`src/logic/uart_cfg_pkg.sv`:
```
// shared constants, types and helpers of the serial port control and baud block
// assumes a 100 MHz system clock and a register bus with word-aligned registers
package uart_cfg_pkg;

  // clock
  localparam int CLK_PERIOD_NS = 10;

  // register indexes; the byte address on the bus is four times the index
  localparam logic [7:0] IDX_CTLW0 = 8'h00;
  localparam logic [7:0] IDX_CTLW1 = 8'h02;
  localparam logic [7:0] IDX_BRW = 8'h06;
  localparam logic [7:0] IDX_MCTLW = 8'h08;
  localparam logic [7:0] IDX_RXBUF = 8'h0C;
  localparam logic [7:0] IDX_TXBUF = 8'h0E;
  localparam logic [7:0] IDX_IRQ_MASK = 8'h1A;
  localparam logic [7:0] IDX_IRQ_STATUS = 8'h1C;
  localparam logic [7:0] ADDR_CTLW0 = 8'(IDX_CTLW0 * 4);
  localparam logic [7:0] ADDR_CTLW1 = 8'(IDX_CTLW1 * 4);
  localparam logic [7:0] ADDR_BRW = 8'(IDX_BRW * 4);
  localparam logic [7:0] ADDR_MCTLW = 8'(IDX_MCTLW * 4);
  localparam logic [7:0] ADDR_RXBUF = 8'(IDX_RXBUF * 4);
  localparam logic [7:0] ADDR_TXBUF = 8'(IDX_TXBUF * 4);
  localparam logic [7:0] ADDR_IRQ_MASK = 8'(IDX_IRQ_MASK * 4);
  localparam logic [7:0] ADDR_IRQ_STATUS = 8'(IDX_IRQ_STATUS * 4);

  // field positions
  localparam int CTL0_HOLD_BIT = 0;
  localparam int CTL0_BRK_BIT = 1;
  localparam int CTL0_ADDR_BIT = 2;
  localparam int CTL0_SLEEP_BIT = 3;
  localparam int CTL0_MODE_LSB = 9;
  localparam int MCTL_OS_BIT = 0;
  localparam int MCTL_BRF_LSB = 4;
  localparam int MCTL_BRS_LSB = 8;
  localparam int IRQ_RX_BIT = 0;
  localparam int IRQ_TX_BIT = 1;

  // reset values
  localparam logic HOLD_RESET = 1'h1;
  localparam logic [1:0] GLIT_RESET = 2'h3;
  localparam logic [15:0] BRW_RESET = 16'h0000;
  localparam logic [1:0] IRQ_RESET = 2'h0;

  // deglitch times and their cycle counts (rounded down, at least one cycle)
  localparam int GLITCH_NS_0 = 2;
  localparam int GLITCH_NS_1 = 50;
  localparam int GLITCH_NS_2 = 100;
  localparam int GLITCH_NS_3 = 200;
  localparam int GLITCH_CYC_0 = (GLITCH_NS_0 / CLK_PERIOD_NS) < 1 ? 1 : GLITCH_NS_0 / CLK_PERIOD_NS;
  localparam int GLITCH_CYC_1 = (GLITCH_NS_1 / CLK_PERIOD_NS) < 1 ? 1 : GLITCH_NS_1 / CLK_PERIOD_NS;
  localparam int GLITCH_CYC_2 = (GLITCH_NS_2 / CLK_PERIOD_NS) < 1 ? 1 : GLITCH_NS_2 / CLK_PERIOD_NS;
  localparam int GLITCH_CYC_3 = (GLITCH_NS_3 / CLK_PERIOD_NS) < 1 ? 1 : GLITCH_NS_3 / CLK_PERIOD_NS;

  // line framing counts, in bit periods, and the auto-baud synch character
  localparam logic [3:0] IDLE_BITS = 4'hA;
  localparam logic [3:0] BREAK_BITS = 4'hD;
  localparam logic [7:0] SYNC_CHAR = 8'h55;

  typedef enum logic [1:0] {MODE_PLAIN, MODE_IDLE_LINE, MODE_ADDR_BIT, MODE_AUTO_BAUD} async_mode_type;

  typedef struct packed {
    async_mode_type async_mode_select;
    logic receiver_sleep;
    logic send_address_mark;
    logic send_break;
    logic soft_reset_hold;
  } ctl0_type;

  typedef struct packed {
    logic [7:0] second_stage_pattern;
    logic [3:0] first_stage_pattern;
    logic oversample_enable;
  } mctl_type;

  // source clocks in one bit period; a zero divisor acts as one
  function automatic logic [21:0] bit_cycles(input logic [15:0] div, input mctl_type m, input logic [2:0] idx);
    logic [21:0] d;
    d = (div == 16'h0000) ? 22'h000001 : {6'h00, div};
    if (m.oversample_enable) begin
      d = {d[17:0], 4'h0} + {18'h00000, m.first_stage_pattern};
    end
    return d + {21'h000000, m.second_stage_pattern[idx]};
  endfunction

endpackage

```
`src/logic/uart_ctrl_baud.sv`:
```
// serial port control word, deglitch, baud prescaler and modulation with a small frame engine
// assumes an APB master on the system clock and a remote serial node on the line pins
`timescale 1ns/1ns
module uart_ctrl_baud import uart_cfg_pkg::*; (
  // clock and reset
  input wire logic I_SYS_CLK,
  input wire logic I_SYS_RST,
  // apb slave
  input wire logic I_PSEL,
  input wire logic I_PENABLE,
  input wire logic I_PWRITE,
  input wire logic [7:0] I_PADDR,
  input wire logic [31:0] I_PWDATA,
  output logic [31:0] O_PRDATA,
  output logic O_PREADY,
  output logic O_PSLVERR,
  // serial line
  input wire logic I_RXD,
  output logic O_TXD,
  // interrupt
  output logic O_IRQ
);

  typedef enum {TX_IDLE, TX_GAP, TX_BREAK, TX_DELIM, TX_START, TX_DATA, TX_ADDR, TX_STOP} tx_state_type;
  typedef enum {RX_IDLE, RX_START, RX_DATA, RX_ADDR, RX_STOP} rx_state_type;

  ctl0_type ctl0_reg;
  mctl_type mctl_reg;
  logic [1:0] glit_reg;
  logic [15:0] brw_reg;
  logic [1:0] irq_status_reg;
  logic [1:0] irq_status_next;
  logic [1:0] irq_mask_reg;
  logic [7:0] rxbuf_reg;
  logic [7:0] txbuf_reg;
  logic pready_reg;
  logic pslverr_reg;
  logic [31:0] prdata_reg;
  logic [31:0] read_word;
  logic addr_ok;
  logic commit;
  logic wr_commit;
  logic rd_commit;
  logic hold;
  tx_state_type tx_state_reg;
  logic [21:0] tx_cnt_reg;
  logic [3:0] tx_bit_reg;
  logic [7:0] tx_shift_reg;
  logic tx_addr_reg;
  logic txd_reg;
  logic tx_done;
  logic tx_launch;
  logic tx_tick;
  logic [21:0] tx_len;
  logic rx_s1_reg;
  logic rx_s2_reg;
  logic rx_s3_reg;
  logic rx_agree_reg;
  logic rx_level;
  logic rx_prev_reg;
  rx_state_type rx_state_reg;
  logic [21:0] rx_cnt_reg;
  logic [3:0] rx_bit_reg;
  logic [7:0] rx_shift_reg;
  logic rx_addr_bit_reg;
  logic [3:0] rx_idle_bits_reg;
  logic idle_seen_reg;
  logic break_seen_reg;
  logic [21:0] rx_len;
  logic rx_tick;
  logic rx_done;
  logic rx_is_break;
  logic rx_accept;
  logic irq_reg;

  assign hold = ctl0_reg.soft_reset_hold;

  // apb decode; unaligned or unmapped addresses answer with an error
  always_comb begin
    addr_ok = 1'b1;
    read_word = 32'h00000000;
    if (I_PADDR == ADDR_CTLW0) begin
      read_word[CTL0_MODE_LSB +: 2] = ctl0_reg.async_mode_select;
      read_word[CTL0_SLEEP_BIT] = ctl0_reg.receiver_sleep;
      read_word[CTL0_ADDR_BIT] = ctl0_reg.send_address_mark;
      read_word[CTL0_BRK_BIT] = ctl0_reg.send_break;
      read_word[CTL0_HOLD_BIT] = ctl0_reg.soft_reset_hold;
    end else if (I_PADDR == ADDR_CTLW1) begin
      read_word[1:0] = glit_reg;
    end else if (I_PADDR == ADDR_BRW) begin
      read_word[15:0] = brw_reg;
    end else if (I_PADDR == ADDR_MCTLW) begin
      read_word[MCTL_BRS_LSB +: 8] = mctl_reg.second_stage_pattern;
      read_word[MCTL_BRF_LSB +: 4] = mctl_reg.first_stage_pattern;
      read_word[MCTL_OS_BIT] = mctl_reg.oversample_enable;
    end else if (I_PADDR == ADDR_RXBUF) begin
      read_word[7:0] = rxbuf_reg;
    end else if (I_PADDR == ADDR_TXBUF) begin
      read_word[7:0] = txbuf_reg;
    end else if (I_PADDR == ADDR_IRQ_MASK) begin
      read_word[1:0] = irq_mask_reg;
    end else if (I_PADDR == ADDR_IRQ_STATUS) begin
      read_word[1:0] = irq_status_reg;
    end else begin
      addr_ok = 1'b0;
    end
  end

  // one wait state: ready rises in the second access cycle, data and error with it
  always_ff @(posedge I_SYS_CLK) begin
    if (I_SYS_RST) begin
      pready_reg <= 1'b0;
      pslverr_reg <= 1'b0;
      prdata_reg <= 32'h00000000;
    end else begin
      pready_reg <= I_PSEL & I_PENABLE & ~pready_reg;
      pslverr_reg <= I_PSEL & I_PENABLE & ~pready_reg & ~addr_ok;
      prdata_reg <= (I_PSEL & I_PENABLE & ~pready_reg & ~I_PWRITE) ? read_word : 32'h00000000;
    end
  end

  assign commit = I_PSEL & I_PENABLE & pready_reg & ~pslverr_reg;
  assign wr_commit = commit & I_PWRITE;
  assign rd_commit = commit & ~I_PWRITE;

  // control word; mode only while held, request bits clear once their frame is launched
  always_ff @(posedge I_SYS_CLK) begin
    if (I_SYS_RST) begin
      ctl0_reg <= '{async_mode_select: MODE_PLAIN, receiver_sleep: 1'b0, send_address_mark: 1'b0,
                    send_break: 1'b0, soft_reset_hold: HOLD_RESET};
    end else if (wr_commit && I_PADDR == ADDR_CTLW0) begin
      ctl0_reg.soft_reset_hold <= I_PWDATA[CTL0_HOLD_BIT];
      ctl0_reg.receiver_sleep <= I_PWDATA[CTL0_SLEEP_BIT];
      ctl0_reg.send_address_mark <= I_PWDATA[CTL0_ADDR_BIT];
      ctl0_reg.send_break <= I_PWDATA[CTL0_BRK_BIT];
      if (hold) begin
        ctl0_reg.async_mode_select <= async_mode_type'(I_PWDATA[CTL0_MODE_LSB +: 2]);
      end
    end else if (tx_launch) begin
      ctl0_reg.send_address_mark <= 1'b0;
      ctl0_reg.send_break <= 1'b0;
    end
  end

  // baud words are frozen while the port runs, so a frame never sees a half-changed rate
  always_ff @(posedge I_SYS_CLK) begin
    if (I_SYS_RST) begin
      brw_reg <= BRW_RESET;
      mctl_reg <= '0;
      glit_reg <= GLIT_RESET;
    end else if (wr_commit) begin
      if (I_PADDR == ADDR_BRW && hold) begin
        brw_reg <= I_PWDATA[15:0];
      end
      if (I_PADDR == ADDR_MCTLW && hold) begin
        mctl_reg.second_stage_pattern <= I_PWDATA[MCTL_BRS_LSB +: 8];
        mctl_reg.first_stage_pattern <= I_PWDATA[MCTL_BRF_LSB +: 4];
        mctl_reg.oversample_enable <= I_PWDATA[MCTL_OS_BIT];
      end
      if (I_PADDR == ADDR_CTLW1) begin
        glit_reg <= I_PWDATA[1:0];
      end
    end
  end

  // interrupt mask and sticky status; a set in the clearing cycle wins
  always_comb begin
    irq_status_next = irq_status_reg;
    if (wr_commit && I_PADDR == ADDR_IRQ_STATUS) begin
      irq_status_next = irq_status_next & ~I_PWDATA[1:0];
    end
    if (rd_commit && I_PADDR == ADDR_RXBUF) begin
      irq_status_next[IRQ_RX_BIT] = 1'b0;
    end
    irq_status_next[IRQ_RX_BIT] = irq_status_next[IRQ_RX_BIT] | rx_accept;
    irq_status_next[IRQ_TX_BIT] = irq_status_next[IRQ_TX_BIT] | tx_done;
  end

  always_ff @(posedge I_SYS_CLK) begin
    if (I_SYS_RST) begin
      irq_mask_reg <= IRQ_RESET;
      irq_status_reg <= IRQ_RESET;
      irq_reg <= 1'b0;
    end else begin
      if (wr_commit && I_PADDR == ADDR_IRQ_MASK) begin
        irq_mask_reg <= I_PWDATA[1:0];
      end
      irq_status_reg <= hold ? IRQ_RESET : irq_status_next;
      irq_reg <= |(irq_status_reg & irq_mask_reg);
    end
  end

  // transmit: a buffer write while idle launches exactly one frame; writes while busy are dropped
  assign tx_launch = wr_commit && I_PADDR == ADDR_TXBUF && !hold && tx_state_reg == TX_IDLE;
  assign tx_len = bit_cycles(brw_reg, mctl_reg, tx_bit_reg[2:0]);
  assign tx_tick = tx_cnt_reg + 22'h000001 >= tx_len;
  assign tx_done = tx_tick && (tx_state_reg == TX_STOP ||
                   (tx_state_reg == TX_DELIM && ctl0_reg.async_mode_select != MODE_AUTO_BAUD));

  always_ff @(posedge I_SYS_CLK) begin
    if (I_SYS_RST || hold) begin
      tx_state_reg <= TX_IDLE;
      tx_cnt_reg <= '0;
      tx_bit_reg <= '0;
      tx_shift_reg <= '0;
      tx_addr_reg <= 1'b0;
      txbuf_reg <= '0;
    end else if (tx_launch) begin
      txbuf_reg <= I_PWDATA[7:0];
      tx_shift_reg <= I_PWDATA[7:0];
      tx_addr_reg <= ctl0_reg.send_address_mark;
      tx_cnt_reg <= '0;
      tx_bit_reg <= '0;
      if (ctl0_reg.send_break) begin
        tx_state_reg <= TX_BREAK;
      end else if (ctl0_reg.send_address_mark && ctl0_reg.async_mode_select == MODE_IDLE_LINE) begin
        tx_state_reg <= TX_GAP;
      end else begin
        tx_state_reg <= TX_START;
      end
    end else if (tx_state_reg != TX_IDLE) begin
      tx_cnt_reg <= tx_tick ? 22'h000000 : tx_cnt_reg + 22'h000001;
      if (tx_tick) begin
        tx_bit_reg <= tx_bit_reg + 4'h1;
        case (tx_state_reg)
          TX_GAP: begin
            if (tx_bit_reg + 4'h1 == IDLE_BITS) begin
              tx_state_reg <= TX_START;
              tx_bit_reg <= '0;
            end
          end
          TX_BREAK: begin
            if (tx_bit_reg + 4'h1 == BREAK_BITS) begin
              tx_state_reg <= TX_DELIM;
              tx_bit_reg <= '0;
            end
          end
          TX_DELIM: begin
            // auto-baud follows the break with the written synch character
            tx_state_reg <= (ctl0_reg.async_mode_select == MODE_AUTO_BAUD) ? TX_START : TX_IDLE;
            tx_bit_reg <= '0;
          end
          TX_START: begin
            tx_state_reg <= TX_DATA;
            tx_bit_reg <= '0;
          end
          TX_DATA: begin
            if (tx_bit_reg == 4'h7) begin
              tx_state_reg <= (ctl0_reg.async_mode_select == MODE_ADDR_BIT) ? TX_ADDR : TX_STOP;
            end
          end
          TX_ADDR: tx_state_reg <= TX_STOP;
          default: tx_state_reg <= TX_IDLE;
        endcase
      end
    end
  end

  // line level follows the state one cycle later; idle and held both drive mark
  always_ff @(posedge I_SYS_CLK) begin
    if (I_SYS_RST) begin
      txd_reg <= 1'b1;
    end else begin
      case (tx_state_reg)
        TX_BREAK: txd_reg <= 1'b0;
        TX_START: txd_reg <= 1'b0;
        TX_DATA: txd_reg <= tx_shift_reg[tx_bit_reg[2:0]];
        TX_ADDR: txd_reg <= tx_addr_reg;
        default: txd_reg <= 1'b1;
      endcase
    end
  end

  // receive pin synchroniser; a change counts once the second and third stages agree
  always_ff @(posedge I_SYS_CLK) begin
    if (I_SYS_RST) begin
      rx_s1_reg <= 1'b1;
      rx_s2_reg <= 1'b1;
      rx_s3_reg <= 1'b1;
      rx_agree_reg <= 1'b1;
    end else begin
      rx_s1_reg <= I_RXD;
      rx_s2_reg <= rx_s1_reg;
      rx_s3_reg <= rx_s2_reg;
      if (rx_s2_reg == rx_s3_reg) begin
        rx_agree_reg <= rx_s3_reg;
      end
    end
  end

  rx_deglitch #(.CNT_W(5)) u_deglitch (
    .i_clk(I_SYS_CLK),
    .i_rst(I_SYS_RST),
    .i_sel(glit_reg),
    .i_level(rx_agree_reg),
    .o_level(rx_level)
  );

  // receive framing; samples the middle of each bit after a half-bit start check
  assign rx_len = bit_cycles(brw_reg, mctl_reg, rx_bit_reg[2:0]);
  assign rx_tick = rx_state_reg == RX_START ? rx_cnt_reg + 22'h000001 >= {1'b0, rx_len[21:1]}
                                            : rx_cnt_reg + 22'h000001 >= rx_len;
  assign rx_done = rx_state_reg == RX_STOP && rx_tick;
  assign rx_is_break = rx_shift_reg == 8'h00 && !rx_level && !rx_addr_bit_reg;

  // flag gating by sleep and mode
  always_comb begin
    rx_accept = 1'b0;
    if (rx_done) begin
      if (!ctl0_reg.receiver_sleep) begin
        rx_accept = 1'b1;
      end else if (ctl0_reg.async_mode_select == MODE_AUTO_BAUD) begin
        rx_accept = break_seen_reg && !rx_is_break && rx_shift_reg == SYNC_CHAR;
      end else begin
        rx_accept = idle_seen_reg || rx_addr_bit_reg;
      end
    end
  end

  always_ff @(posedge I_SYS_CLK) begin
    if (I_SYS_RST || hold) begin
      rx_state_reg <= RX_IDLE;
      rx_cnt_reg <= '0;
      rx_bit_reg <= '0;
      rx_shift_reg <= '0;
      rx_addr_bit_reg <= 1'b0;
      rx_idle_bits_reg <= '0;
      idle_seen_reg <= 1'b0;
      break_seen_reg <= 1'b0;
      rx_prev_reg <= 1'b1;
      rxbuf_reg <= '0;
    end else begin
      rx_prev_reg <= rx_level;
      rx_cnt_reg <= (rx_tick || rx_state_reg == RX_IDLE && !rx_level) ? 22'h000000 : rx_cnt_reg + 22'h000001;
      case (rx_state_reg)
        RX_IDLE: begin
          rx_bit_reg <= '0;
          if (rx_prev_reg && !rx_level) begin
            rx_state_reg <= RX_START;
            rx_cnt_reg <= '0;
          end else if (!rx_level) begin
            rx_idle_bits_reg <= '0;
          end else if (rx_tick && rx_idle_bits_reg != IDLE_BITS) begin
            rx_idle_bits_reg <= rx_idle_bits_reg + 4'h1;
            idle_seen_reg <= idle_seen_reg | (rx_idle_bits_reg + 4'h1 == IDLE_BITS);
          end
        end
        RX_START: begin
          if (rx_tick) begin
            rx_state_reg <= rx_level ? RX_IDLE : RX_DATA; // false start returns to idle
          end
        end
        RX_DATA: begin
          if (rx_tick) begin
            rx_shift_reg[rx_bit_reg[2:0]] <= rx_level;
            rx_bit_reg <= rx_bit_reg + 4'h1;
            if (rx_bit_reg == 4'h7) begin
              rx_addr_bit_reg <= 1'b0;
              rx_state_reg <= (ctl0_reg.async_mode_select == MODE_ADDR_BIT) ? RX_ADDR : RX_STOP;
            end
          end
        end
        RX_ADDR: begin
          if (rx_tick) begin
            rx_addr_bit_reg <= rx_level;
            rx_state_reg <= RX_STOP;
          end
        end
        default: begin
          if (rx_tick) begin
            rx_state_reg <= RX_IDLE;
            rx_idle_bits_reg <= '0;
            idle_seen_reg <= 1'b0;
            break_seen_reg <= rx_is_break;
            rxbuf_reg <= rx_shift_reg;
          end
        end
      endcase
    end
  end

  assign O_PRDATA = prdata_reg;
  assign O_PREADY = pready_reg;
  assign O_PSLVERR = pslverr_reg;
  assign O_TXD = txd_reg;
  assign O_IRQ = irq_reg;

  // checks
  a_hold_after_reset: assert property (@(posedge I_SYS_CLK) I_SYS_RST |=> ctl0_reg.soft_reset_hold)
    else $error("soft reset hold not set after reset");
  a_hold_keeps_idle: assert property (@(posedge I_SYS_CLK) disable iff (I_SYS_RST)
    hold |=> ##1 O_TXD && tx_state_reg == TX_IDLE && rx_state_reg == RX_IDLE)
    else $error("port logic active while held");
  a_baud_frozen: assert property (@(posedge I_SYS_CLK) disable iff (I_SYS_RST)
    !hold |=> $stable(brw_reg) && $stable(mctl_reg))
    else $error("baud words changed while running");
  a_glitch_reset: assert property (@(posedge I_SYS_CLK) I_SYS_RST |=> glit_reg == 2'h3 && brw_reg == 16'h0000)
    else $error("deglitch or prescaler reset value wrong");
  a_reserved_zero: assert property (@(posedge I_SYS_CLK) disable iff (I_SYS_RST)
    I_PSEL && I_PENABLE && !pready_reg && I_PADDR == ADDR_MCTLW |=> O_PRDATA[3:1] == 3'h0)
    else $error("reserved modulation bits read nonzero");
  a_request_once: assert property (@(posedge I_SYS_CLK) disable iff (I_SYS_RST)
    tx_launch |=> !ctl0_reg.send_break && !ctl0_reg.send_address_mark)
    else $error("frame request bits not cleared at launch");
  a_break_low: assert property (@(posedge I_SYS_CLK) disable iff (I_SYS_RST)
    tx_launch && ctl0_reg.send_break |=> tx_state_reg == TX_BREAK ##1 !O_TXD)
    else $error("break not driven low");
  a_addr_bit_out: assert property (@(posedge I_SYS_CLK) disable iff (I_SYS_RST || hold)
    tx_state_reg == TX_ADDR |=> O_TXD == tx_addr_reg)
    else $error("address bit not driven");
  a_bit_length: assert property (@(posedge I_SYS_CLK) disable iff (I_SYS_RST)
    !mctl_reg.oversample_enable && brw_reg > 16'h0001 |->
    tx_len == {6'h00, brw_reg} + {21'h000000, mctl_reg.second_stage_pattern[tx_bit_reg[2:0]]})
    else $error("bit length ignores oversample setting");
  a_sleep_gate: assert property (@(posedge I_SYS_CLK) disable iff (I_SYS_RST || hold)
    rx_done && ctl0_reg.receiver_sleep && ctl0_reg.async_mode_select != MODE_AUTO_BAUD &&
    !idle_seen_reg && !rx_addr_bit_reg |-> !rx_accept)
    else $error("sleeping receiver flagged unqualified character");
  a_autobaud_gate: assert property (@(posedge I_SYS_CLK) disable iff (I_SYS_RST || hold)
    rx_accept && ctl0_reg.receiver_sleep && ctl0_reg.async_mode_select == MODE_AUTO_BAUD |->
    break_seen_reg ##1 irq_status_reg[IRQ_RX_BIT])
    else $error("auto-baud flag without break and synch");
  c_frame_sent: cover property (@(posedge I_SYS_CLK) tx_done);
  c_break_sent: cover property (@(posedge I_SYS_CLK) tx_state_reg == TX_BREAK ##1 tx_state_reg == TX_DELIM);
  c_char_taken: cover property (@(posedge I_SYS_CLK) rx_accept);
  c_irq_raised: cover property (@(posedge I_SYS_CLK) $rose(O_IRQ));

endmodule

```
`src/logic/rx_deglitch.sv`:
```
// receive line glitch filter with a selectable suppression time
// assumes its input is already synchronised to the system clock
`timescale 1ns/1ns
module rx_deglitch import uart_cfg_pkg::*; #(
  parameter int CNT_W = 5
) (
  // clock and reset
  input wire logic i_clk,
  input wire logic i_rst,
  // control
  input wire logic [1:0] i_sel,
  // line
  input wire logic i_level,
  output logic o_level
);

  logic [CNT_W-1:0] count_reg;
  logic [CNT_W-1:0] limit;
  logic level_reg;

  // the counter must reach the longest suppression time
  if ((2 ** CNT_W) <= GLITCH_CYC_3) begin : g_bad_width
    $error("rx_deglitch: CNT_W too small for the longest filter time");
  end

  // filter length per selection
  always_comb begin
    case (i_sel)
      2'h0: limit = CNT_W'(GLITCH_CYC_0);
      2'h1: limit = CNT_W'(GLITCH_CYC_1);
      2'h2: limit = CNT_W'(GLITCH_CYC_2);
      default: limit = CNT_W'(GLITCH_CYC_3);
    endcase
  end

  // a new level is taken only after it held for the whole filter time
  always_ff @(posedge i_clk) begin
    if (i_rst) begin
      level_reg <= 1'b1;
      count_reg <= '0;
    end else if (i_level == level_reg) begin
      count_reg <= '0;
    end else if (count_reg + CNT_W'(1) >= limit) begin
      level_reg <= i_level;
      count_reg <= '0;
    end else begin
      count_reg <= count_reg + CNT_W'(1);
    end
  end

  assign o_level = level_reg;

endmodule

```
`config.mk`:
```
export PLATFORM = sky130hd
export DESIGN_NAME = uart_ctrl_baud
export DESIGN_NICKNAME = d
export VERILOG_FILES = /design/src/logic/uart_cfg_pkg.sv /design/src/logic/uart_ctrl_baud.sv /design/src/logic/rx_deglitch.sv
export SDC_FILE = /design/constraint.sdc
export NUM_CORES = 1
export LEC_CHECK = 0
export BUFFER_PORTS_ARGS = -buffer_cell sky130_fd_sc_hd__buf_4
export CAP_MARGIN = 20
export CORE_MARGIN = 10
export CORE_UTILIZATION = 33
export DETAILED_ROUTE_END_ITERATION = 7
export SYNTH_ARGS = -nofsm -noshare
export SYNTH_HDL_FRONTEND = slang
export SYNTH_SLANG_ARGS = --single-unit
```
`constraint.sdc`:
```
create_clock -name I_SYS_CLK -period 7.9 [get_ports I_SYS_CLK]
set_input_delay 1.185 -clock I_SYS_CLK [delete_from_list [all_inputs] [get_ports I_SYS_CLK]]
set_output_delay 1.185 -clock I_SYS_CLK [all_outputs]
set_load 0.05 [all_outputs]
```
==> out/qor.yml, run 1 <==
synth-seq-cells: 162
grt_max_degree: 52
num_rows: 65
ys.flop_type: "dfxtp_1"
placed_cells: 1739
synth_top_area_cell: "dfxtp_1"
cp-startpoint: "brw_reg[2]$_SDFFE_PP0P_"
synth_area_per_cell_sq_um: 8.16
fp.dieW_microns: 200
worstReg2RegStart: "brw_reg[2]$_SDFFE_PP0P_"
max_freq_mhz: 157
root_buffer: "clkbuf_16"
initial_core_util_pct: 33.6
synth_top_area_share_pct: 30.3
setup_violations: 0
wl_met1_mm: 13.7
setup_tns_ns: 0
wl_met3_mm: 1.73
die-area_sq_um: 40000
grt.overflow.total: 0
grt_pass1_vias: 8969
routed-wl-met2_mm: 14.0
final_core_util_pct: 37.6
p_leak_nw: 4.33
dp_hpwl_mm: 22.7
drc: 0
post_cts_buffers: 0
arrival_ns: 6.74
postSynth.asyncResetShare_pct: 0
route.top_layer_used: "met4"
tightestPinTransition_ns: 0.984
synth_edf_count: 0
slowest_stage: "a2111oi_4"
ir_drop_v: 0.000132
via_per_inst: 5.34
setup_slack_ns: 1.52
routabilityCongestion: 0.888
drive_gt1_share_pct: 11.0
h-tree-depth: 4
num-fill-cells: 3293
finClkSkew_ns: 0.0126
cts_tree: "built"
power-per-cell-area_nw_per_um2: 144
synth.area.top_cells: "dfxtp_1 30%, ha_1 8.8%, nand2_1 6.8%"
cts_hold_buf: 0
io_pins: 82
n_antenna_cell: 0
path_cells: "nor4_4 -> a41o_1 -> mux2_2 -> ha_1 -> o21ai_0 -> a2111oi_4 -> nand3_1 -> xor2_1 -> nor2_1 -> a21oi_1 -> ha_1 -> nand4_1 -> nor2_1 -> nand2_1 -> nor3_1 -> o221ai_1 -> a2bb2oi_2 -> o21ai_1 -> a22oi_2 -> and2_1 -> mux2i_1"
yosys_warnings: 0
grt.total_usage_pct: 14.9
design.core.area_sq_um: 31800
critPathTopFamily: "compound AO/OA/AOI/OAI gates"
area.sequential_sq_um: 3240
grt_pass1_wl_mm: 48.0
post_dp_cell_area_sq_um: 11300
slew_viol_final: 0
multi_input_area_sq_um: 7030
dp_slack_ns: 1.59
vias: 9463
min_period_ns: 6.38
cts.path.max_buffers: 2
clkTransAtPathRegs_ns: 0.07
crit_buf_inv: 0
syn_to_final_growth_pct: 11.7
drt-initial-drc-count: 681
critPathMaxFanout: 16
required_ns: 8.26
hold_class: "reg2reg"
cts_sinks: 162
hp-start: "rx_s1_reg$_SDFF_PP1_"
path_class: "reg2reg"
cts_resized: 0
synthCells: 1311
slowest_delay_ns: 0.75
stdcell_area_sq_um: 11900
drtAntennaViolNets: 0
timing.slew.headroom_pct: 34.0
io_buffers: 49
clock_latency_ns: 0.43
fp.dieH_microns: 200
cts_buffers: 17
fin_cells: 1771
fin_nets: 1444
wl_per_cell_microns: 16.9
final-hold-violation-count: 0
fin_crit_sh_pct: 80.8
rsz0062_at_grt: "false"
synthDistinctLibCells: 82
dr.pass1.iters: 8
netlist_area_sq_um: 10700
antenna_found_initial: 0
wirelength_mm: 29.9
endpoint_kind: "flip-flop"
outcome: "completed"
seq_area_frac_synth_pct: 30.3
start_kind: "flip-flop"
drv_cap: 0
[synthesized netlist by cell type (4+ instances only)]
library cell / number
o21a_1: 4
and4_1: 9
buf_1: 5
mux4_2: 4
nand3_1: 63
dfxtp_1: 162
or3_1: 9
a211o_1: 8
nor2b_2: 6
xor2_1: 36
a222oi_1: 7
nand2_1: 194
nor4_1: 13
nor3_1: 30
nor2_1: 93
mux2_2: 4
a22oi_1: 13
nand2b_1: 20
and3_1: 16
nor4b_1: 4
a21o_1: 16
mux2i_1: 43
xnor2_1: 51
nand4_1: 23
and2_1: 15
nor2b_1: 15
clkbuf_1: 44
inv_1: 26
nand4b_1: 5
buf_4: 21
o21ai_0: 40
a21oi_1: 98
nand3b_1: 4
o22ai_1: 4
or2_2: 10
nor2b_4: 9
o211ai_1: 5
o31ai_1: 4
ha_1: 75
a31o_2: 6
buf_2: 8
a31oi_1: 18
nor3b_1: 6
[placed cells by master (no fill, tap or decap), types with 7 or more instances in the layout]
| cell | count |
|---|---|
| conb_1 | 17 |
| buf_4 | 57 |
| a31oi_1 | 18 |
| inv_1 | 26 |
| nor2b_4 | 9 |
| or2_2 | 10 |
| a21oi_1 | 98 |
| ha_1 | 75 |
| and3_1 | 16 |
| a222oi_1 | 7 |
| o21ai_0 | 40 |
| a21o_1 | 16 |
| nand4_1 | 23 |
| mux2i_1 | 43 |
| nor4_1 | 11 |
| xor2_1 | 36 |
| and2_1 | 15 |
| a211o_1 | 8 |
| nand2_1 | 194 |
| and4_1 | 9 |
| clkbuf_16 | 17 |
| a22oi_1 | 13 |
| nand2b_1 | 20 |
| dfxtp_1 | 161 |
| xnor2_1 | 51 |
| or3_1 | 9 |
| nand3_1 | 63 |
| nor2_1 | 92 |
| nor2b_1 | 15 |
| nor3_1 | 29 |
[report_power, final]
group          switching (mW)  internal, mW
logic                  0.0384        0.0141
registers            0.000999         0.817
clock network           0.396         0.456
[final timing paths]
path	end	slack (ns)	depth (start not counted)
hold / removal	rx_s2_reg$_SDFF_PP1_	0.42	1
setup / recovery	rxbuf_reg[0]$_SDFFE_PP0P_	1.52	21
hold reg to reg	rx_s2_reg$_SDFF_PP1_	0.42	1
setup reg to reg	rxbuf_reg[0]$_SDFFE_PP0P_	1.52	21
[worst reg2reg max path, stage by stage (launching register included)]
cell	delay, ns
dfxtp_1	0.48
nor4_4	0.36
a41o_1	0.30
mux2_2	0.21
ha_1	0.17
o21ai_0	0.30
a2111oi_4	0.75
nand3_1	0.17
xor2_1	0.17
nor2_1	0.10
a21oi_1	0.07
ha_1	0.34
nand4_1	0.10
nor2_1	0.24
nand2_1	0.08
nor3_1	0.26
o221ai_1	0.24
a2bb2oi_2	0.25
o21ai_1	0.14
a22oi_2	0.64
and2_1	0.66
mux2i_1	0.28
[per-layer routing]
layer	vias to the layer above	global-route usage (%)
met3	25	2.75
met5	-	0
met4	0	4.26
met2	303	24.2
met1	4434	19.8
li1	4701	-
[metrics by stage]
stage	hold WS, ns	power, mW
floorplan	0.389	0.873
global placement	0.391	0.889
detailed placement	0.401	0.889
CTS	0.422	1.74
global route	0.447	1.77
finish	0.415	1.72
[final cells by class]
cell class | count | area share, %
Multi-Input combinational cell | 1059 | 58.8
Sequential cell | 162 | 27.2
Tap cell | 435 | 4.56
Timing Repair Buffer | 57 | 3.58
Clock buffer | 17 | 3.56
Clock inverter | 15 | 1.50
Inverter | 26 | 0.817
[cells by family after synthesis]
family | share of synthesized area, %
AND/OR/NAND/NOR | 27.1
flip-flops | 30.3
AO/OA/AOI/OAI | 16.5
buffers and inverters | 4.69
other | 0.0351
adder cells (fa/ha/maj) | 8.87
XOR/XNOR | 7.28
multiplexers | 5.29
Note: power is estimated with default switching activity, not from simulation.
==> inputs of run 2 (changes only) <==
--- a/config.mk
+++ b/config.mk
@@ -5,6 +5,7 @@
 export SDC_FILE = /design/constraint.sdc
 export NUM_CORES = 1
 export LEC_CHECK = 0
+export ABC_AREA = 1
 export BUFFER_PORTS_ARGS = -buffer_cell sky130_fd_sc_hd__buf_4
 export CAP_MARGIN = 20
 export CORE_MARGIN = 10
==> constraint.sdc (replaced) <==
create_clock -name I_SYS_CLK -period 6.2 [get_ports I_SYS_CLK]
set_input_delay 0.93 -clock I_SYS_CLK [delete_from_list [all_inputs] [get_ports I_SYS_CLK]]
set_output_delay 0.93 -clock I_SYS_CLK [all_outputs]
set_load 0.05 [all_outputs]
==> run 2 against run 1 <==
Maximum frequency is 28% higher. Global-route usage is 0.33 points higher. Largest cell class unchanged. Register-to-register slack got worse by 0.29 ns. Critical endpoint is now tx_cnt_reg[19]$_SDFFE_PP0P_. Worst setup slack got worse by 0.29 ns. Non-clock buffer count is 1 higher. Synthesized area barely moved. Largest power group unchanged. Highest routed layer unchanged. Synthesized cell count rose by 16%.
==> out/qor.yml, run 2 <==
outcome: "completed"
finClkSkew_ns: 0.0135  # +0.000928 ns
root_buffer: "clkbuf_16"
drtAntennaViolNets: 0  # unchanged
io_buffers: 49  # unchanged
cts_sinks: 162  # unchanged
rrSetupSlack_ns: 1.22  # -0.29 ns
drt-initial-drc-count: 721  # +5.9%
synth-seq-cells: 162  # unchanged
synth.area.top_cells: "dfxtp_1 30%, nand2_1 9.5%, ha_1 8.8%"
slew_viol_final: 0  # unchanged
critPathMaxFanout: 36  # +20
post_dp_cell_area_sq_um: 11400  # +0.68%
yosys_warnings: 0  # unchanged
netlist_area_sq_um: 10700  # about the same
whs_path_depth: 1  # unchanged
hold_class: "reg2reg"
num_rows: 65  # unchanged
cts_resized: 0  # unchanged
dr.pass1.iters: 7  # -1
grt.overflow.total: 0  # unchanged
layout_common_cells: "271 x nand2_1, 201 x inv_1, 161 x dfxtp_1"
cts.path.max_buffers: 2  # unchanged
dp_hpwl_mm: 24.6  # +8.5%
routabilityCongestion: 0.895  # +0.85%
fin_cells: 2015  # +14%
final_common_cell: "nand2_1"
drc: 0  # unchanged
synth_most_common_cell: "nand2_1"
ir_drop_v: 0.000128  # -3.3%
tightestPinTransition_ns: 0.909  # -0.0750 ns
grt_pass1_vias: 9403  # +4.8%
ys.flop_type: "dfxtp_1"
synthDistinctLibCells: 63  # -23%
reg2regPathDepth: 21  # unchanged
clock_latency_ns: 0.44  # about the same
seq_area_frac_synth_pct: 30.3  # about the same
postSynth.asyncResetShare_pct: 0  # unchanged
drive_gt1_share_pct: 11.6  # +0.58 points
io_pins: 82  # unchanged
setup_violations: 0  # unchanged
fp.dieW_microns: 200  # about the same
cts_hold_buf: 0  # unchanged
power-per-cell-area_nw_per_um2: 181  # +26%
cts_tree: "built"
fin_nets: 1688  # +17%
synthCells: 1524  # +16%
syn_to_final_growth_pct: 12.4
final_core_util_pct: 37.8  # +0.27 points
start_kind: "flip-flop"
drv_cap: 0  # unchanged
grt.total_usage_pct: 15.3  # +0.33 points
wl_per_cell_microns: 15.4  # -9.0%
wirelength_mm: 31.0  # +3.5%
grt_pass1_wl_mm: 50.3  # +4.7%
clkTransAtPathRegs_ns: 0.07  # about the same
num-fill-cells: 3380  # +2.6%
path_class: "reg2reg"
stdcell_area_sq_um: 12000  # +0.72%
setup_tns_ns: 0  # unchanged
initial_core_util_pct: 33.7  # about the same
synth_edf_count: 0  # unchanged
synth_top_area_cell: "dfxtp_1"
synth_area_per_cell_sq_um: 7.02  # -14%
fp.dieH_microns: 200  # about the same
antenna_found_initial: 0  # unchanged
rsz0062_at_grt: "false"
design.core.area_sq_um: 31800  # unchanged
required_ns: 6.55  # -1.71 ns
n_antenna_cell: 0  # unchanged
synth_top_area_share_pct: 30.3  # about the same
endpoint_kind: "flip-flop"
power_mw: 2.18  # +27%
post_cts_buffers: 0  # unchanged
synth_common_cells: "271 x nand2_1, 201 x inv_1, 162 x dfxtp_1, 156 x nor2_1, 128 x a21oi_1"
final-hold-violation-count: 0  # unchanged
placed_cells: 1981  # +14%
p_leak_nw: 4.82  # +11%
max_freq_mhz: 201  # +28%
vias: 9910  # +4.7%
timing.slew.headroom_pct: 39.4  # +5.4 points
grt_max_degree: 40  # -23%
h-tree-depth: 4  # unchanged
cts_buffers: 17  # unchanged
die-area_sq_um: 40000  # about the same
fin_crit_sh_pct: 80.2  # -0.56 points
min_period_ns: 4.98  # -1.41 ns
arrival_ns: 5.32  # -1.42 ns
via_per_inst: 4.92  # -8.0%
run 2: cell types whose count changed in the layout (fill, tap and decap cells not counted), moves of 16 or more:
cell / change
xor2_1: +21
inv_1: +175
mux2i_1: -43
nand2_1: +77
nor3_1: +18
nand2_2: +28
a31oi_1: -16
nor2_1: +64
o21ai_0: +46
xnor2_1: -36
nand2b_1: -20
a21oi_1: +30
run 2: cells by family after synthesis:
logic type,synth area share [%]
flops,30.3
fa+ha+maj,8.77
simple gates,28.5
other cells,0.0350
buf+inv,10.5
xor+xnor,5.89
compound gates,16.0
run 2: cell type report:
class                   count  area, sq um  share of cell area [%]
inverters                 214          806                    6.70
clock buffers              18          439                    3.65
multi-input cells        1114         6410                    53.2
repair buffers             58          453                    3.76
clock inverters            14          141                    1.17
flip-flops and latches    162         3240                    27.0
well taps                 435          544                    4.52
run 2: final timing paths:
check,start,end
max reg2reg,mctl_reg[0]$_SDFFE_PP0P_,tx_cnt_reg[19]$_SDFFE_PP0P_
min reg2reg,rx_s1_reg$_SDFF_PP1_,rx_s2_reg$_SDFF_PP1_
min,rx_s1_reg$_SDFF_PP1_,rx_s2_reg$_SDFF_PP1_
max,mctl_reg[0]$_SDFFE_PP0P_,tx_cnt_reg[19]$_SDFFE_PP0P_
run 2: critical path, cell delays in order (launching register included):
cell and delay (ns):
dfxtp_2 0.92, clkinv_2 0.19, a31oi_1 0.33, ha_1 0.23, nand3_1 0.12, nor2_1 0.35, inv_1 0.13, nor3_1 0.25
nand2_1 0.16, nor2_1 0.16, xor2_1 0.17, ha_1 0.26, nand2_1 0.09, inv_1 0.04, nand2_1 0.08, inv_1 0.04
a221oi_1 0.48, nand3_1 0.26, nor2_1 0.15, buf_4 0.25, nand2_1 0.08, a21oi_1 0.13
run 2: per-layer routing:
layer / part of all wire [%] / up-vias / routed length, microns / global-route usage (%)
met5: 0 / - / 0 / 0
met4: 2.7 / 0 / 826 / 5.78
met3: 4.7 / 42 / 1460 / 3.11
met2: 46 / 221 / 14400 / 24.9
met1: 46 / 4545 / 14300 / 19.4
li1: - / 5102 / - / -
run 2: per-stage QoR:
stage,worst slack (ns),hold WS (ns)
after global placement,1.34,0.394
after detailed placement,1.23,0.397
after CTS,1.22,0.413
final,1.22,0.412
after floorplan,2.39,0.389
after global routing,0.615,0.433
run 2: where the power goes:
group | leakage [nW] | total [mW] | switching, mW | internal [mW]
Clock | 0.290 | 1.06 | 0.486 | 0.577
Sequential | 1.31 | 1.04 | 0.000793 | 1.04
Combinational | 3.22 | 0.0766 | 0.0546 | 0.0220
Total | 4.82 | 2.18 | 0.541 | 1.64
==> inputs of run 3 (changes only) <==
--- a/config.mk
+++ b/config.mk
@@ -5,7 +5,7 @@
 export SDC_FILE = /design/constraint.sdc
 export NUM_CORES = 1
 export LEC_CHECK = 0
-export ABC_AREA = 1
+export ABC_AREA = 0
 export BUFFER_PORTS_ARGS = -buffer_cell sky130_fd_sc_hd__buf_4
 export CAP_MARGIN = 20
 export CORE_MARGIN = 10
==> constraint.sdc (replaced) <==
create_clock -name I_SYS_CLK -period 4.8 [get_ports I_SYS_CLK]
set_input_delay 0.72 -clock I_SYS_CLK [delete_from_list [all_inputs] [get_ports I_SYS_CLK]]
set_output_delay 0.72 -clock I_SYS_CLK [all_outputs]
set_load 0.05 [all_outputs]
==> run 3 against run 2 <==
First-iteration DRC count up 15%. Die area about the same. Total power grew 32%. Register-to-register slack worse by 1.1 ns. Routed wire length increased by 3.4%. Largest power group unchanged.
==> out/qor.yml, run 3 (synthesized netlist as in run 1, its figures left out) <==
power-per-cell-area_nw_per_um2: 222  # +23%
ir_drop_v: 0.000233  # +82%
io_pins: 82  # unchanged
min_period_ns: 4.63  # -0.341 ns
setup_violations: 0  # unchanged
drive_gt1_share_pct: 19.4  # +7.8 points
routabilityCongestion: 0.919  # +2.7%
h-tree-depth: 4  # unchanged
final-hold-violation-count: 0  # unchanged
drc: 0  # unchanged
design.core.area_sq_um: 31800  # unchanged
cts.path.max_buffers: 2  # unchanged
fp.dieW_microns: 200  # about the same
critPathMaxFanout: 6  # -83%
fin_cells: 1855  # -7.9%
endpoint_kind: "flip-flop"
via_per_inst: 5.36  # +9.1%
cts_tree: "built"
timing.slew.headroom_pct: 30.2  # -9.2 points
dp_hpwl_mm: 23.9  # -3.2%
cts_hold_buf: 0  # unchanged
initial_core_util_pct: 33.6  # about the same
clock_latency_ns: 0.44  # about the same
grt_pass1_vias: 9290  # -1.2%
syn_to_final_growth_pct: 21.4
grt.total_usage_pct: 15.6  # +0.36 points
vias: 9949  # +0.39%
layout_common_cells: "192 x nand2_1, 158 x dfxtp_1, 131 x buf_4"
drt-initial-drc-count: 827  # +15%
drv_cap: 0  # unchanged
grt_max_degree: 52  # +30%
p_leak_nw: 4.88  # +1.4%
hold_class: "reg2reg"
die-area_sq_um: 40000  # about the same
rsz0062_at_grt: "true"
area.sequential_sq_um: 3250  # +0.19%
arrival_ns: 4.99  # -0.33 ns
placed_cells: 1807  # -8.8%
finClkSkew_ns: 0.0172  # +0.00372 ns
wl_per_cell_microns: 17.3  # +12%
cts_sinks: 162  # unchanged
grt_pass1_wl_mm: 49.9  # -0.77%
slew_viol_final: 0  # unchanged
wirelength_mm: 32.0  # +3.4%
start_kind: "flip-flop"
num-fill-cells: 3189  # -5.7%
io_buffers: 49  # unchanged
dp_slack_ns: -0.160  # -1.39 ns
path_class: "reg2reg"
fp.dieH_microns: 200  # about the same
slowest_delay_ns: 0.37  # -0.55 ns
tightestPinTransition_ns: 1.04  # +0.134 ns
setup_tns_ns: 0  # unchanged
slowest_stage: "dfxtp_4"
drtAntennaViolNets: 0  # unchanged
outcome: "completed"
cts_buffers: 17  # unchanged
final_common_cell: "nand2_1"
grt.overflow.total: 0  # unchanged
root_buffer: "clkbuf_16"
setup_slack_ns: 0.166  # -1.06 ns
max_freq_mhz: 216  # +7.4%
multi_input_area_sq_um: 7310  # +14%
dr.pass1.iters: 7  # unchanged
num_rows: 65  # unchanged
fin_crit_sh_pct: 96.5  # +16 points
required_ns: 5.16  # -1.39 ns
fin_nets: 1527  # -9.5%
clkTransAtPathRegs_ns: 0.08  # about the same
antenna_found_initial: 0  # unchanged
[run 3: where the power goes]
group / internal (mW) / leakage, nW / switching, mW
Combinational: 0.0239 / 3.28 / 0.0645
Sequential: 1.34 / 1.31 / 0.00173
Clock: 0.796 / 0.302 / 0.654
[run 3: cell type report]
cell class | instances | area share (%)
well taps | 435 | 4.19
flip-flops and latches | 162 | 25.0
clock inverters | 15 | 1.46
repair buffers | 140 | 8.94
diodes | 1 | 0.0193
inverters | 26 | 0.752
clock buffers | 17 | 3.28
multi-input cells | 1059 | 56.3
[run 3: worst paths after layout]
path | startpoint | to | slack, ns | cells after the start
max | rx_bit_reg[2]$_SDFFE_PP0P_ | rxbuf_reg[3]$_SDFFE_PP0P_ | 0.17 | 25
min | rx_s1_reg$_SDFF_PP1_ | rx_s2_reg$_SDFF_PP1_ | 0.42 | 1
max reg2reg | rx_bit_reg[2]$_SDFFE_PP0P_ | rxbuf_reg[3]$_SDFFE_PP0P_ | 0.17 | 25
min reg2reg | rx_s1_reg$_SDFF_PP1_ | rx_s2_reg$_SDFF_PP1_ | 0.42 | 1
[run 3: metal layers]
layer  vias to the layer above  GRT usage, %  wire length, microns
li1                       4880             -                     -
met1                      4742          21.3                 14700
met2                       279          24.8                 14800
met3                        48          2.78                  1790
met4                         0          4.21                   678
met5                         -             0                     0
[run 3: what timing repair did]
| item | CTS | global route |
|---|---|---|
| cloned | 0 | 3 |
| pin swaps | 5 | 29 |
| setup endpoints to repair | 57 | 81 |
| setup buffers | 3 | 8 |
| gates resized for setup | 11 | 56 |
[run 3: critical path: cells and delay by family (launching register included)]
family	cells	cell delay, ns
buffers and inverters	2	0.29
adders and majority gates	3	0.66
DFF	1	0.37
muxes	2	0.40
and+or+nand+nor	10	1.23
xor gates and xnor gates	1	0.16
AOI/OAI and AO/OA	7	1.45
[run 3: metrics by stage]
stage	utilization [%]	hold WS [ns]	instance area, sq um	power, mW
2_1_floorplan	-	0.389	10800	1.44
3_3_place_gp	37.5	0.393	11900	1.46
3_5_place_dp	37.5	0.400	11900	1.46
4_1_cts	39.6	0.422	12600	2.91
5_1_grt	40.8	0.441	13000	2.98
6_report	40.8	0.418	13000	2.89
